[src/osc_pkg.sv]
// package for the oscillator source select block
// assumes an apb slave with 32-bit data and one clock of 50 mhz
package osc_pkg;

  // ****************************************
  // register map
  // ****************************************
  localparam logic [7:0] OSC_ADDR_CONTROL = 8'h00;
  localparam logic [7:0] OSC_ADDR_TRIM = 8'h04;
  localparam logic [7:0] OSC_RESET_TRIM = 8'h80;

  // ****************************************
  // control field positions
  // ****************************************
  localparam int OSC_POS_SOURCE = 0;
  localparam int OSC_POS_FREQ = 2;
  localparam int OSC_POS_RANGE = 4;
  localparam int OSC_POS_REQUEST = 6;
  localparam int OSC_POS_ENGAGED = 7;
  localparam int OSC_POS_OUT_EN = 8;

  // ****************************************
  // codes and timing
  // ****************************************
  localparam logic [1:0] OSC_FREQ_RESERVED = 2'h3;
  localparam logic [1:0] OSC_RANGE_RESERVED = 2'h3;
  localparam logic [1:0] OSC_EDGES_NEEDED = 2'h2;

  typedef enum logic [1:0] {
    OSC_SRC_INTERNAL = 2'h0,
    OSC_SRC_EXT_CLOCK = 2'h1,
    OSC_SRC_EXT_RC = 2'h2,
    OSC_SRC_CRYSTAL = 2'h3
  } osc_source_t;

  typedef enum logic [1:0] {
    OSC_FREQ_4M0 = 2'h0,
    OSC_FREQ_8M0 = 2'h1,
    OSC_FREQ_12M8 = 2'h2
  } osc_freq_t;

  // switch-over states, gray along the path
  typedef enum logic [1:0] {
    OSC_SW_INTERNAL = 2'h0,
    OSC_SW_WAIT_EDGES = 2'h1,
    OSC_SW_ENGAGED = 2'h3
  } osc_switch_t;

  // control fields carried together
  typedef struct packed {
    logic out_en;
    logic request;
    logic [1:0] range;
    logic [1:0] freq;
    osc_source_t source;
  } osc_ctrl_t;

  // pin controls carried together
  typedef struct packed {
    logic out_drive;
    logic out_level;
    logic out_is_osc;
    logic in_is_osc;
  } osc_pins_t;

endpackage

[src/osc_source_select.sv]
// oscillator source select: control, switch-over and shared pin steering
// assumes apb master on clock; clock_input_pin arrives from outside
`timescale 1ns/10ps

// Operation
// - crystal mode: output pin inverts input pin
// - internal/rc: drive quad clock when enabled
// - otherwise release output pin to port
// - internal source frees input pin
// - source field decode, reset internal
// - frequency field decode, 11 reserved
// - clocks keep running in wait mode
// - crystal range selects one amplifier
// - request bit starts switch, reset clears
// - request ignored in bypassed monitor mode
// - engaged status bit read only
// - eight bit trim register read/write
// - trim relative to selected internal frequency
// - two edges, switch, flag, stop internal
// - double clock is quad clock halved
// - clear source and request returns internal
// - external clock mode forces output enable low
module osc_source_select (
  input wire logic clock,
  input wire logic rst_b,
  input wire logic psel,
  input wire logic penable,
  input wire logic pwrite,
  input wire logic [7:0] paddr,
  input wire logic [31:0] pwdata,
  output logic [31:0] prdata,
  output logic pready,
  output logic pslverr,
  input wire logic clock_input_pin,
  input wire logic internal_source_clock,
  input wire logic monitor_bypass,
  input wire logic wait_mode,
  output logic clock_output_pin,
  output logic clock_output_pin_oe,
  output logic clock_input_pin_is_osc,
  output logic clock_output_pin_is_osc,
  output logic quad_bus_clock,
  output logic double_bus_clock,
  output logic internal_osc_run,
  output logic [2:0] amplifier_enable,
  output logic [1:0] frequency_code,
  output logic [7:0] trim_factor
);

  // ****************************************
  // synchronisers for pin and analog clock inputs
  // ****************************************
  logic [1:0] ext_sync;
  logic [1:0] int_sync;
  logic ext_last;
  logic [1:0] next_ext_sync;
  logic [1:0] next_int_sync;
  logic next_ext_last;

  // only stage 1 is read by logic; stage 0 feeds stage 1 alone
  always_comb begin
    next_ext_sync = {ext_sync[0], clock_input_pin};
    next_int_sync = {int_sync[0], internal_source_clock};
    next_ext_last = ext_sync[1];
  end

  always_ff @(posedge clock) begin
    ext_sync <= next_ext_sync;
    int_sync <= next_int_sync;
    ext_last <= next_ext_last;
  end

  logic ext_rise;
  assign ext_rise = ext_sync[1] & ~ext_last;

  // ****************************************
  // register file
  // ****************************************
  osc_pkg::osc_ctrl_t ctrl;
  osc_pkg::osc_ctrl_t next_ctrl;
  logic [7:0] trim;
  logic [7:0] next_trim;
  logic [31:0] next_prdata;
  logic next_pready;
  logic next_pslverr;
  logic engaged;

  // decode used only for pslverr, on both reads and writes
  function automatic logic addr_known(input logic [7:0] a);
    addr_known = (a == osc_pkg::OSC_ADDR_CONTROL) ||
                 (a == osc_pkg::OSC_ADDR_TRIM);
  endfunction

  // one wait state: answer lands one cycle after the access phase starts
  always_comb begin
    next_ctrl = ctrl;
    next_trim = trim;
    next_prdata = prdata;
    next_pready = 1'b0;
    next_pslverr = 1'b0;
    if (psel && penable && !pready) begin
      next_pready = 1'b1;
      next_pslverr = !addr_known(paddr);
      next_prdata = 32'h0000_0000;
      if (paddr == osc_pkg::OSC_ADDR_CONTROL) begin
        next_prdata[osc_pkg::OSC_POS_SOURCE +: 2] = ctrl.source;
        next_prdata[osc_pkg::OSC_POS_FREQ +: 2] = ctrl.freq;
        next_prdata[osc_pkg::OSC_POS_RANGE +: 2] = ctrl.range;
        next_prdata[osc_pkg::OSC_POS_REQUEST] = ctrl.request;
        next_prdata[osc_pkg::OSC_POS_ENGAGED] = engaged;
        next_prdata[osc_pkg::OSC_POS_OUT_EN] = ctrl.out_en;
      end else if (paddr == osc_pkg::OSC_ADDR_TRIM) begin
        next_prdata[7:0] = trim;
      end
    end
    if (psel && penable && pready && pwrite) begin
      if (paddr == osc_pkg::OSC_ADDR_CONTROL) begin
        next_ctrl.source = osc_pkg::osc_source_t'(
          pwdata[osc_pkg::OSC_POS_SOURCE +: 2]);
        if (pwdata[osc_pkg::OSC_POS_FREQ +: 2] !=
            osc_pkg::OSC_FREQ_RESERVED) begin
          next_ctrl.freq = pwdata[osc_pkg::OSC_POS_FREQ +: 2];
        end
        if (pwdata[osc_pkg::OSC_POS_RANGE +: 2] !=
            osc_pkg::OSC_RANGE_RESERVED) begin
          next_ctrl.range = pwdata[osc_pkg::OSC_POS_RANGE +: 2];
        end
        next_ctrl.request = pwdata[osc_pkg::OSC_POS_REQUEST];
        next_ctrl.out_en = pwdata[osc_pkg::OSC_POS_OUT_EN];
      end else if (paddr == osc_pkg::OSC_ADDR_TRIM) begin
        next_trim = pwdata[7:0];
      end
    end
    // enable cannot stay set while the external clock mode is chosen
    if (next_ctrl.source == osc_pkg::OSC_SRC_EXT_CLOCK) begin
      next_ctrl.out_en = 1'b0;
    end
  end

  // write lands on the edge that samples pready high
  always_ff @(posedge clock) begin
    if (!rst_b) begin
      ctrl <= '0;
      trim <= osc_pkg::OSC_RESET_TRIM;
      prdata <= 32'h0000_0000;
      pready <= 1'b0;
      pslverr <= 1'b0;
    end else begin
      ctrl <= next_ctrl;
      trim <= next_trim;
      prdata <= next_prdata;
      pready <= next_pready;
      pslverr <= next_pslverr;
    end
  end

  // ****************************************
  // switch-over sequencer
  // ****************************************
  osc_pkg::osc_switch_t sw_state;
  osc_pkg::osc_switch_t next_sw_state;
  logic [1:0] edge_count;
  logic [1:0] next_edge_count;
  logic request_live;

  // bypassed monitor mode makes the request invisible
  assign request_live = ctrl.request && !monitor_bypass;

  always_comb begin
    next_sw_state = sw_state;
    next_edge_count = edge_count;
    case (sw_state)
      osc_pkg::OSC_SW_INTERNAL: begin
        next_edge_count = 2'h0;
        if (request_live && ctrl.source != osc_pkg::OSC_SRC_INTERNAL) begin
          next_sw_state = osc_pkg::OSC_SW_WAIT_EDGES;
        end
      end
      osc_pkg::OSC_SW_WAIT_EDGES: begin
        if (!request_live) begin
          next_sw_state = osc_pkg::OSC_SW_INTERNAL;
        end else if (ext_rise) begin
          next_edge_count = edge_count + 2'h1;
          // second rising edge proves the source is alive
          if (edge_count + 2'h1 == osc_pkg::OSC_EDGES_NEEDED) begin
            next_sw_state = osc_pkg::OSC_SW_ENGAGED;
          end
        end
      end
      osc_pkg::OSC_SW_ENGAGED: begin
        // clearing either request or source drops back to internal
        if (!request_live ||
            ctrl.source == osc_pkg::OSC_SRC_INTERNAL) begin
          next_sw_state = osc_pkg::OSC_SW_INTERNAL;
        end
      end
      default: next_sw_state = osc_pkg::OSC_SW_INTERNAL;
    endcase
  end

  always_ff @(posedge clock) begin
    if (!rst_b) begin
      sw_state <= osc_pkg::OSC_SW_INTERNAL;
      edge_count <= 2'h0;
    end else begin
      sw_state <= next_sw_state;
      edge_count <= next_edge_count;
    end
  end

  assign engaged = (sw_state == osc_pkg::OSC_SW_ENGAGED);

  // ****************************************
  // clock generation and pin steering
  // ****************************************
  osc_pkg::osc_pins_t pins;
  osc_pkg::osc_pins_t next_pins;
  logic quad;
  logic next_quad;
  logic dbl;
  logic next_dbl;
  logic next_engaged_q;
  logic engaged_q;
  logic next_int_run;
  logic [2:0] next_amp;
  logic quad_last;
  logic next_quad_last;

  // quad clock follows the active source; wait mode has no input here,
  // so nothing can stall it
  always_comb begin
    next_quad = engaged ? ext_sync[1] : int_sync[1];
    next_quad_last = quad;
    next_dbl = dbl;
    if (quad && !quad_last) begin
      next_dbl = ~dbl;
    end
    next_engaged_q = engaged;
    // internal stops only once the flag is already visible
    next_int_run = !(engaged && engaged_q);
    next_amp = 3'h0;
    if (ctrl.source == osc_pkg::OSC_SRC_CRYSTAL) begin
      next_amp[ctrl.range] = 1'b1;
    end
    next_pins = '0;
    next_pins.in_is_osc = (ctrl.source != osc_pkg::OSC_SRC_INTERNAL) ||
                          engaged;
    case (ctrl.source)
      osc_pkg::OSC_SRC_CRYSTAL: begin
        next_pins.out_is_osc = 1'b1;
        next_pins.out_drive = 1'b1;
        next_pins.out_level = ~ext_sync[1];
      end
      osc_pkg::OSC_SRC_INTERNAL, osc_pkg::OSC_SRC_EXT_RC: begin
        next_pins.out_is_osc = ctrl.out_en;
        next_pins.out_drive = ctrl.out_en;
        next_pins.out_level = quad;
      end
      default: next_pins = next_pins;
    endcase
  end

  always_ff @(posedge clock) begin
    if (!rst_b) begin
      quad <= 1'b0;
      quad_last <= 1'b0;
      dbl <= 1'b0;
      engaged_q <= 1'b0;
      internal_osc_run <= 1'b1;
      amplifier_enable <= 3'h0;
      pins <= '0;
      frequency_code <= 2'h0;
      trim_factor <= osc_pkg::OSC_RESET_TRIM;
    end else begin
      quad <= next_quad;
      quad_last <= next_quad_last;
      dbl <= next_dbl;
      engaged_q <= next_engaged_q;
      internal_osc_run <= next_int_run;
      amplifier_enable <= next_amp;
      pins <= next_pins;
      frequency_code <= ctrl.freq;
      trim_factor <= trim;
    end
  end

  // ****************************************
  // outputs straight from flip-flops
  // ****************************************
  assign quad_bus_clock = quad;
  assign double_bus_clock = dbl;
  assign clock_output_pin = pins.out_level;
  assign clock_output_pin_oe = pins.out_drive;
  assign clock_input_pin_is_osc = pins.in_is_osc;
  assign clock_output_pin_is_osc = pins.out_is_osc;

endmodule

[config.mk]
export PLATFORM = sky130hd
export DESIGN_NAME = osc_source_select
export DESIGN_NICKNAME = d
export VERILOG_FILES = /design/src/osc_pkg.sv /design/src/osc_source_select.sv
export SDC_FILE = /design/constraint.sdc
export NUM_CORES = 1
export LEC_CHECK = 0
export BUFFER_PORTS_ARGS = -buffer_cell sky130_fd_sc_hd__buf_4
export CAP_MARGIN = 20
export CORE_MARGIN = 2
export CORE_UTILIZATION = 50
export CTS_BUF_LIST = sky130_fd_sc_hd__clkbuf_8
export CTS_CLUSTER_DIAMETER = 60
export DETAILED_ROUTE_END_ITERATION = 10
export GPL_TIMING_DRIVEN = 1
export MAX_ROUTING_LAYER = met4
export PLACE_DENSITY = 0.84
export SLEW_MARGIN = 20
export SYNTH_ARGS = -nofsm -noshare
export SYNTH_HDL_FRONTEND = slang
export SYNTH_SLANG_ARGS = --single-unit
[constraint.sdc]
create_clock -name clock -period 3.3 [get_ports clock]
set_clock_uncertainty 0.05 [all_clocks]
set_input_delay 0.495 -clock clock [delete_from_list [all_inputs] [get_ports clock]]
set_output_delay 0.495 -clock clock [all_outputs]
set_load 0.02 [all_outputs]
* After elaboration in Yosys (flattened, before gate mapping) *
Cells that the tools add are included.

storage, ports and cells
  register bits = 58
  output and inout bits = 54

cells by class
  $add $sub $neg = 1
  magnitude comparators = 2
  bitwise gates (word level) = 6
  multiplexer cells = 19
  reductions and logical operators = 33
  eq/ne operators = 15

operators by type and width
  kind                                                         count
  2-to-1 mux 2 bit                                             9
  2-to-1 mux 8 bit                                             2
  AND reduction 3 bit                                          4
  inequality test 2 bit (second input constant)                5
  logical AND 1 bit                                            9
  equality test 2 bit (second input constant)                  4
  equality test 8 x 3 -> 1 bit (second input constant)         1
  zero test 8 bit                                              1
  zero test 1 bit                                              6
  inequality test 3 bit (second input constant)                2
  one-hot mux 2 bit (3 select lines)                           1
  one-hot mux 3 bit (2 select lines)                           1
  AND reduction 2 bit                                          3
  NOT 1 bit                                                    5
  equality test 2 x 1 -> 1 bit (second input constant)         2
  zero test 2 bit                                              2
  2-to-1 mux 1 bit                                             4
  one-hot mux 2 bit (2 select lines)                           1
  AND reduction 4 bit                                          1
  nonzero test 2 bit                                           2
  OR reduction 2 bit                                           2
  logical OR 1 bit                                             3
  less-than comparator 2 x 3 -> 1 bit (second input constant)  1
  adder 2 x 1 -> 2 bit (second input constant)                 1
  4 further kinds                                              4

* Depth between registers and ports, before layout *
Gate-level depths: netlist (run 1).

  word-level depth = 6
  mapped depth = 5

* Least setup slack after synthesis (run 1) *
No wires, ideal clock.

  path kind = input to register
  start = input paddr[7]
  end = register ctrl[2] in the netlist's numbering
  setup time = 0.116 ns
  buffers on the path = 1
  required time = 3.134 ns
  stages on the path = 4
  path slack = 1.763 ns
  arrival = 1.371 ns
  cell sequence = nor4_4 -> nand4_4 -> buf_6 -> o211a_1

between the ends
  cells in the longest elaborated chain, start to end = 2

ends and longest elaborated chain
  element                               RTL line                  text
  start, declared                       osc_source_select.sv:29   input wire logic [7:0] paddr,
  zero test 8 bit                       osc_source_select.sv:117  if (paddr == osc_pkg::OSC_ADDR_CONTROL) begin
  AND reduction 3 bit (no source line)  --
  end signal, assigned                  osc_source_select.sv:149  ctrl <= next_ctrl;
  end, declared                         osc_source_select.sv:79   osc_pkg::osc_ctrl_t ctrl;

Every way passes these cells.
A chain may end at the register's enable or synchronous reset.

* Worst setup path after layout (run 1) *
  start = input paddr[7]
  end = register trim[7]

between the ends
  cells in the longest elaborated chain, start to end = 3

ends and longest elaborated chain
  element                                 RTL line                  text
  zero test 8 bit                         osc_source_select.sv:117
  NOT 1 bit (no source line)              --
  AND reduction 3 bit (no source line) *  --
  end signal, assigned                    osc_source_select.sv:144  trim <= osc_pkg::OSC_RESET_TRIM;
  end signal, assigned                    osc_source_select.sv:150  trim <= next_trim;
  end, declared                           osc_source_select.sv:81   logic [7:0] trim;

Mark *: on every way between the ends. The rest lies on a longest branch, timed or not.

==> impl_metrics.yaml, run 1 <==
yosys:
  synth_area_um2: 2290
  ys_seq_area_share_pct: 49.8
  syn_inst: 227
  synth_seq_cells: 57
  ys_warn_count: 0
  synth_area_per_cell_um2: 10.1
  synth_cell_types: 44
placement:
  port_buffers: 55
  gp_congestion: 0.821
  place_area_um2: 2620
  place_hpwl_um: 2910
outcome:
  status: "finished clean"
worst_setup_path:
  arrival_ns: 1.78
  start_kind: "input pin"
  critPathRequiredTime_ns: 3.45
  endpoint_kind: "flip-flop"
  crit_fanout: 15
  crit_type: "input pin to flip-flop"
final_layout:
  area_growth_pct: 21.1
  stdcell_area_um2: 2780
  drive_gt1_share_pct: 28.6
  nNetsFinal: 330
  num_antenna_cells: 0
sta:
  slew_viol_final: 0
  layout_worst_path_cycle_share_pct: 49.5
  hold_viol: 0
  rsz0062_at_grt: "false"
  slew_headroom_pct: 48.9
  setup_tns_ns: 0
  setup_violations: 0
  worst_pin_slew_ns: 0.766
  fmax_ghz: 0.612
  min_period_ns: 1.63
detailed_routing:
  num_vias: 1648
  wl_um: 4100
  final_antenna_net_count: 0
  avgRoutedWirePerCell_um: 12.2
  drt_first_pass_iters: 4
  viasPerCell: 4.92
  drc: 0
  drt-initial-drc-count: 92
global_routing:
  grt_pass1_wl_um: 6700
  grt_pass1_vias: 1457
  antenna_found_initial: 0
  grt_max_degree: 45
  grt-ovfl-total: 0
  track_usage_pct: 17.6
clock_tree:
  cts_resized: 0
  path_clk_slew_ns: 0.06
  cts_root_buf: "clkbuf_8"
  clkLatencyLatePin_ns: 0.32
  htreeDepth: 3
  hold_buffers: 0
  post_cts_buffers: 0
  cts_tree: "done"
  clk_path_buf_depth: 2
  cts_buffers: 9
  cts.sinks: 57
pwr:
  p_per_area_nw_per_um2: 487
  ir_drop_uv: 466
  p_leak_nw: 1.21
floorplan:
  chipWidth_um: 71.7
  ioPinCount: 103
  placementRows: 24
  die_height_um: 71.7
  die_area_um2: 5140
  core_area_um2: 4380
  initial_core_util_pct: 52.3
flow_run:
  cap_violations: 0
hold_path:
  hp-class: "input pin to flip-flop"
-- state kept, by name, summed over array words and instances (netlist names), 2 cells and up --
register	cells
int_sync	2
frequency_code	2
sw_state	2
prdata	9
trim	8
ctrl	8
edge_count	2
trim_factor	8
ext_sync	2
amplifier_enable	3
-- layout make-up --
type | count | area (um^2)
fill | 382 | 1610
clock inverter | 3 | 11.3
sequential | 57 | 1140
timing repair buffer | 55 | 413
multi-input combinational | 153 | 981
clock buffer | 11 | 151
inverter | 4 | 15.0
tap | 52 | 65.1
-- worst max-delay path, cell delays in order --
cell     delay [ns]
buf_4          0.12
nor4_4         0.38
nand4_2        0.45
mux2i_1        0.27
nand2_1        0.06
-- through the flow --
step	hold slack [ns]	total power [mW]	utilization, %	std cells	setup slack, ns
after global routing	0.208	1.41	63.4	335	1.57
after floorplan	0.260	0.812	-	249	1.76
after detailed placement	0.263	0.837	59.6	321	1.36
after global placement	0.264	0.835	59.6	321	1.37
after CTS	0.211	1.37	63.4	335	1.68
final	0.227	1.35	63.4	335	1.67
-- power breakdown --
group	total, mW	switching, mW	leakage, nW	internal, mW
registers	0.707	0.00671	0.463	0.700
clock network	0.532	0.235	0.0951	0.296
logic	0.115	0.0722	0.656	0.0428
total	1.35	0.314	1.21	1.04
-- cell families (layout without fill, tap and decap cells) --
family	Yosys count	after routing	synth area share, %
AND/OR/NAND/NOR	77	77	19.4
flip-flops	57	57	49.8
AO/OA/AOI/OAI	43	43	15.2
buffers and inverters	39	73	11.1
multiplexers	8	8	3.49
adder cells (fa/ha/maj)	2	2	0.982
other	1	23	0.164
-- synth_stat cells, drive strengths merged --
master | n | area, um^2
inv | 4 | 15.0
mux2i | 8 | 80.1
o31ai | 1 | 21.3
nand3 | 8 | 40.0
nor2b | 2 | 12.5
buf | 28 | 213
nor3b | 3 | 22.5
nand4b | 2 | 17.5
o2111ai | 1 | 8.76
nand4bb | 1 | 11.3
nor3 | 2 | 15.0
dfxtp | 57 | 1140
a211oi | 8 | 100
maj3 | 1 | 10.0
conb | 1 | 3.75
nor4 | 1 | 21.3
clkbuf | 7 | 26.3
o211a | 4 | 40.0
nor2 | 12 | 47.6
and4 | 1 | 8.76
and3 | 1 | 6.26
or3 | 1 | 6.26
a21oi | 2 | 10.0
nand2 | 24 | 90.1
o311ai | 1 | 8.76
o21bai | 4 | 30.0
o21ai | 14 | 70.1
nand2b | 2 | 12.5
and2 | 13 | 82.6
and4b | 1 | 10.0
o22ai | 1 | 6.26
a21boi | 6 | 45.1
ha | 1 | 12.5
o211ai | 1 | 7.51
nand4 | 3 | 40.0
-- worst paths after layout --
check,start,end,slack [ns],depth (start not counted)
max,paddr[7],trim[7],1.67,5
max reg2reg,pready,ctrl[4],1.79,4
min,internal_source_clock,int_sync[0],0.23,1
min reg2reg,int_sync[0],int_sync[1],0.27,0
-- cells in the final DEF, fill, tap and decap left out, types with 2 or more instances in the layout --
cell	instances
nand2b_1	2
inv_1	7
conb_1	23
nand4b_1	2
a21boi_0	5
o21bai_1	4
o21ai_1	11
nor2_1	11
nor2b_1	2
a211oi_2	8
clkbuf_8	11
mux2i_1	8
nor3b_1	3
nand2_1	24
dfxtp_1	57
nand3_1	8
o21ai_0	3
buf_4	55
o211a_1	4
a21oi_1	2
and2_1	12
-- per-layer routing --
layer / global-route usage (%) / part of all wire, % / vias up
met3: 6.75 / 6.5 / 4
met4: 6.92 / 0.49 / 0
met5: - / 0 / -
met1: 21.2 / 47 / 748
li1: - / - / 843
met2: 26.6 / 46 / 53
No activity file was read; power rests on OpenSTA's default activity.
==> run 2, diff against run 1 <==
--- a/config.mk
+++ b/config.mk
@@ -8,13 +8,13 @@
 export BUFFER_PORTS_ARGS = -buffer_cell sky130_fd_sc_hd__buf_4
 export CAP_MARGIN = 20
 export CORE_MARGIN = 2
-export CORE_UTILIZATION = 50
+export CORE_UTILIZATION = 44
 export CTS_BUF_LIST = sky130_fd_sc_hd__clkbuf_8
 export CTS_CLUSTER_DIAMETER = 60
 export DETAILED_ROUTE_END_ITERATION = 10
 export GPL_TIMING_DRIVEN = 1
 export MAX_ROUTING_LAYER = met4
-export PLACE_DENSITY = 0.84
+export PLACE_DENSITY = 0.78
 export SLEW_MARGIN = 20
 export SYNTH_ARGS = -nofsm -noshare
 export SYNTH_HDL_FRONTEND = slang
==> constraint.sdc (replaced) <==
create_clock -name clock -period 1.4 [get_ports clock]
set_clock_uncertainty 0.05 [all_clocks]
set_input_delay 0.21 -clock clock [delete_from_list [all_inputs] [get_ports clock]]
set_output_delay 0.21 -clock clock [all_outputs]
set_load 0.02 [all_outputs]
==> run 2 against run 1 <==
Effect of this change:
- largest cell class unchanged
- sequential share of layout area fell by 1.8 points
- via count grew 4.1%
- register-to-register slack got worse by 1.7 ns
- first-iteration DRC count down 16%
- die area increased by 13%
- power rose by 140%
- critical path depth down 2
- combinational power rose to 2.6 times the previous value
==> impl_metrics.yaml, run 2 (same netlist as run 1, synthesis figures left out) <==
outcome:
  status: "finished clean"
final_layout:
  num_antenna_cells: 0
  drive_gt1_share_pct: 31.5
  area_growth_pct: 26.7
  largest_reg_flops: 9
  final_common_cell: "buf_4"
  fin_util_pct: 57.3
  nFillCells: 469
  nNetsFinal: 341
  final_cell_mix: "buf_4 (62), dfxtp_1 (56), nand2_1 (24)"
  largest_register: "prdata"
global_routing:
  antenna_found_initial: 0
  grt_pass1_vias: 1532
  track_usage_pct: 16.4
  grt-ovfl-total: 0
  grt_max_degree: 27
  grt_pass1_wl_um: 7160
clock_tree:
  htreeDepth: 3
  cts_tree: "done"
  cts_root_buf: "clkbuf_8"
  cts.sinks: 57
  clk_path_buf_depth: 2
  clkLatencyLatePin_ns: 0.32
  cts_resized: 0
  path_clk_slew_ns: 0.06
  cts_buffers: 9
detailed_routing:
  final_antenna_net_count: 0
  drt_first_pass_iters: 4
  avgRoutedWirePerCell_um: 12.4
  wl_um: 4530
  num_vias: 1716
  viasPerCell: 4.70
  drc: 0
  drt-initial-drc-count: 77
sta:
  rsz0062_at_grt: "false"
  fmax_ghz: 0.746
  slew_headroom_pct: 63.0
  worst_pin_slew_ns: 0.555
  hold_ws_ns: 0.0592
  min_period_ns: 1.34
  hold_viol: 0
  slew_viol_final: 0
  setup_violations: 0
  layout_worst_path_cycle_share_pct: 95.8
pwr:
  p_per_area_nw_per_um2: 1100
  p_comb_share_pct: 9.4
  power_switching_uw: 767
  ir_drop_uv: 668
  p_leak_nw: 1.27
  power.internal_mw: 2.43
  switching_share_pct: 24.0
  clockPowerShare_pct: 38.5
  seqPwrFrac_pct: 52.0
placement:
  gp_congestion: 0.780
  place_hpwl_um: 3220
  port_buffers: 55
flow_run:
  cap_violations: 0
hold_path:
  hold_path_end: "trim[7]"
  hold_start: "pwdata[7]"
  min_path_cells: 3
  hp-class: "input pin to flip-flop"
floorplan:
  initial_core_util_pct: 45.2
  core_area_um2: 5070
  die_height_um: 76.2
  chipWidth_um: 76.2
  placementRows: 26
  die_area_um2: 5810
  ioPinCount: 103
worst_setup_path:
  endpoint_kind: "flip-flop"
  worst_r2r_startpoint: "pready"
  crit_type: "flip-flop to flip-flop"
  r2r_slack_ns: 0.06
  critPathRequiredTime_ns: 1.57
  rr_worst_depth: 3
  reg2reg_to: "ctrl[5]"
  start_kind: "flip-flop"
  arrival_ns: 1.51
  crit_fanout: 8
run 2: changes by cell type in the layout (fill, tap and decap cells not counted):
cell	delta
dfxtp_2	+1
buf_12	+1
inv_1	-1
nand4_2	+1
dfxtp_1	-1
clkbuf_8	-1
buf_4	+7
dlygate4sd3_1	+2
clkinvlp_4	+1
clkinv_2	+2
run 2: power by group through the flow:
stage,Clock [mW],Sequential (mW),Combinational [mW]
finish,1.23,1.66,0.302
global route,1.36,1.67,0.325
CTS,1.28,1.66,0.300
detailed placement,0,1.70,0.295
global placement,0,1.70,0.291
floorplan,0,1.72,0.193
run 2: how the worst max path moves through the flow:
stage	endpoint	slack (ns)	cells past startpoint	from
2_1_floorplan	ctrl[2]	0.04	4	pready
3_3_place_gp	ctrl[4]	-0.06	5	paddr[7]
3_5_place_dp	ctrl[2]	-0.15	5	paddr[7]
4_1_cts	ctrl[2]	0.05	4	pready
5_1_grt	ctrl[5]	0.009	3	pready
6_report	ctrl[5]	0.06	3	pready
run 2: layout make-up:
type                            instances  area, um^2  share of cell area [%]
Clock inverter                          5        25.0                   0.861
Inverter                                4        15.0                   0.517
Multi-Input combinational cell        154         993                    34.2
Tap cell                               70        87.6                    3.01
Sequential cell                        57        1140                    39.3
Clock buffer                           10         138                    4.74
Timing Repair Buffer                   65         505                    17.4
run 2: timing repair:
item	in CTS	in global routing
endpoints found under the hold margin	2	0
setup endpoints to repair	0	1
hold buffers	2	0
buffers inserted	0	0
run 2: per-stage QoR:
| step | power (mW) | cells | setup WS [ns] | cell area (um^2) | TNS, ns |
|---|---|---|---|---|---|
| final | 3.20 | 365 | 0.0587 | 2910 | 0 |
| after global routing | 3.35 | 365 | 0.00921 | 2910 | 0 |
| after CTS | 3.24 | 364 | 0.0524 | 2890 | 0 |
| after detailed placement | 1.99 | 347 | -0.150 | 2710 | -0.826 |
| after global placement | 1.99 | 347 | -0.0602 | 2710 | -0.324 |
| after floorplan | 1.92 | 249 | 0.0387 | 2380 | 0 |
run 2: critical path, cell delays in order (launching register included):
cell and delay [ns]:
dfxtp_2 0.33, and4b_1 0.31, nand4_2 0.26, o211a_1 0.29
run 2: routing by layer:
layer | GRT usage [%] | part of all wire, % | up-vias
met2 | 24.2 | 48 | 50
li1 | - | - | 862
met5 | - | 0 | -
met3 | 6.64 | 5.4 | 6
met4 | 6.55 | 1.4 | 0
met1 | 20.0 | 45 | 798
==> run 3, diff against run 2 <==
--- a/config.mk
+++ b/config.mk
@@ -11,11 +11,12 @@
 export CORE_UTILIZATION = 44
 export CTS_BUF_LIST = sky130_fd_sc_hd__clkbuf_8
 export CTS_CLUSTER_DIAMETER = 60
+export CTS_CLUSTER_SIZE = 40
 export DETAILED_ROUTE_END_ITERATION = 10
 export GPL_TIMING_DRIVEN = 1
 export MAX_ROUTING_LAYER = met4
 export PLACE_DENSITY = 0.78
-export SLEW_MARGIN = 20
+export RECOVER_POWER = 25
 export SYNTH_ARGS = -nofsm -noshare
 export SYNTH_HDL_FRONTEND = slang
 export SYNTH_SLANG_ARGS = --single-unit
==> run 3 against run 2 <==
Effect of this change:
- clock power about the same
- design area shrank 0.13%
- register-to-register slack hardly changed
- routed wire length is 0.35% lower
- worst hold slack better by 0.00078 ns
- non-clock buffer count unchanged
- critical path type unchanged
- first-iteration DRC count decreased by 16%
- critical path depth unchanged
- global-route usage is the same
- combinational power about the same
- flip-flop and latch count unchanged
- utilization decreased by 0.074 points
==> impl_metrics.yaml, run 3 (same netlist as run 1, synthesis figures left out) <==
clock_tree:
  htreeDepth: 3
  cts_root_buf: "clkbuf_8"
  cts_buffers: 9
  cts_tree: "done"
  cts.sinks: 57
  path_clk_slew_ns: 0.06
  post_cts_buffers: 0
  cts_resized: 0
  clk_path_buf_depth: 2
  clkLatencyLatePin_ns: 0.32
sta:
  min_period_ns: 1.33
  layout_worst_path_cycle_share_pct: 95.2
  setup_violations: 0
  slew_viol_final: 0
  fmax_ghz: 0.750
  worst_pin_slew_ns: 0.560
  rsz0062_at_grt: "false"
  hold_viol: 0
  slew_headroom_pct: 62.7
worst_setup_path:
  crit_slowest_cell: "dfxtp_2"
  start_kind: "flip-flop"
  crit_type: "flip-flop to flip-flop"
  crit_fanout: 8
  r2r_slack_ns: 0.07
  path_cells: "and4b_1 > nand4_2 > o211a_1"
  arrival_ns: 1.50
  critPathMaxStageDelay_ns: 0.33
  critPathRequiredTime_ns: 1.57
  endpoint_kind: "flip-flop"
final_layout:
  nNetsFinal: 341
  drive_gt1_share_pct: 31.2
  final_common_cell: "buf_4"
  multiInputGateArea_um2: 993
  largest_reg_flops: 9
  fin_util_pct: 57.2
  num_antenna_cells: 0
  largest_register: "prdata"
  area_growth_pct: 26.6
  final_cell_mix: "buf_4 (59), dfxtp_1 (56), nand2_1 (24)"
  nFillCells: 469
  register_area_um2: 1140
outcome:
  status: "finished clean"
pwr:
  p_comb_share_pct: 9.4
  power_switching_uw: 767
  p_per_area_nw_per_um2: 1100
  clockPowerShare_pct: 38.6
  power_mw: 3.20
  power.internal_mw: 2.43
  p_leak_nw: 1.26
  ir_drop_uv: 671
  seqPwrFrac_pct: 52.0
  switching_share_pct: 24.0
global_routing:
  grt_max_degree: 27
  grt_pass1_vias: 1532
  grt_pass1_wl_um: 7160
  antenna_found_initial: 0
  grt-ovfl-total: 0
  track_usage_pct: 16.4
detailed_routing:
  final_antenna_net_count: 0
  viasPerCell: 4.70
  avgRoutedWirePerCell_um: 12.4
  num_vias: 1714
  drt_first_pass_iters: 4
  wl_um: 4510
  drc: 0
  drt-initial-drc-count: 65
floorplan:
  die_height_um: 76.2
  chipWidth_um: 76.2
  initial_core_util_pct: 45.2
  ioPinCount: 103
  die_area_um2: 5810
  placementRows: 26
  core_area_um2: 5070
placement:
  place_hpwl_um: 3220
  gp_congestion: 0.780
  port_buffers: 55
flow_run:
  cap_violations: 0
hold_path:
  hp-class: "input pin to flip-flop"
run 3: cell count changes in the layout (fill, tap and decap cells not counted), sizes merged:
cell    previous run  this run
buf               63        60
clkbuf            10        13
run 3: worst paths after layout:
kind,from,end,cells after the start
min reg2reg,int_sync[0],int_sync[1],0
max,pready,ctrl[5],3
max reg2reg,pready,ctrl[5],3
min,pwdata[7],trim[7],3
run 3: layer usage:
metal  vias up  GRT usage (%)  share of wire (%)
li1        865              -                  -
met2        51           24.2                 48
met3         6           6.64                5.1
met1       792           20.0                 45
met4         0           6.55                1.4
met5         -              -                  0
run 3: what timing repair did:
action | in CTS | in global routing
setup endpoints to repair | 0 | 1
hold buffers | 2 | 0
hold endpoints to repair | 2 | 0
run 3: through the flow:
step | hold slack (ns) | setup TNS (ns) | instance area, um^2 | setup WS (ns) | cells
after CTS | 0.0434 | 0 | 2890 | 0.0524 | 364
final | 0.0600 | 0 | 2900 | 0.0666 | 365
after global placement | 0.262 | -0.324 | 2710 | -0.0602 | 347
after detailed placement | 0.262 | -0.826 | 2710 | -0.150 | 347
after floorplan | 0.188 | 0 | 2380 | 0.0387 | 249
after global routing | 0.0638 | 0 | 2900 | 0.00921 | 365
run 3: power by group through the flow:
stage	clock, mW	sequential (mW)	combinational [mW]
finish	1.23	1.66	0.300
global route	1.36	1.67	0.323
CTS	1.28	1.66	0.300
detailed placement	0	1.70	0.295
global placement	0	1.70	0.291
floorplan	0	1.72	0.193
run 3: final cells by class:
type	instances	area share (%)
inverter	4	0.517
multi-input combinational	154	34.2
clock buffer	10	4.74
timing repair buffer	65	17.3
clock inverter	5	0.862
sequential	57	39.4
tap	70	3.02
run 3: worst max-delay path, delay by kind of cell (launching register included):
| family | cells | cell delay [ns] |
|---|---|---|
| flip-flops | 1 | 0.33 |
| AND/OR/NAND/NOR | 2 | 0.57 |
| AO/OA/AOI/OAI | 1 | 0.29 |
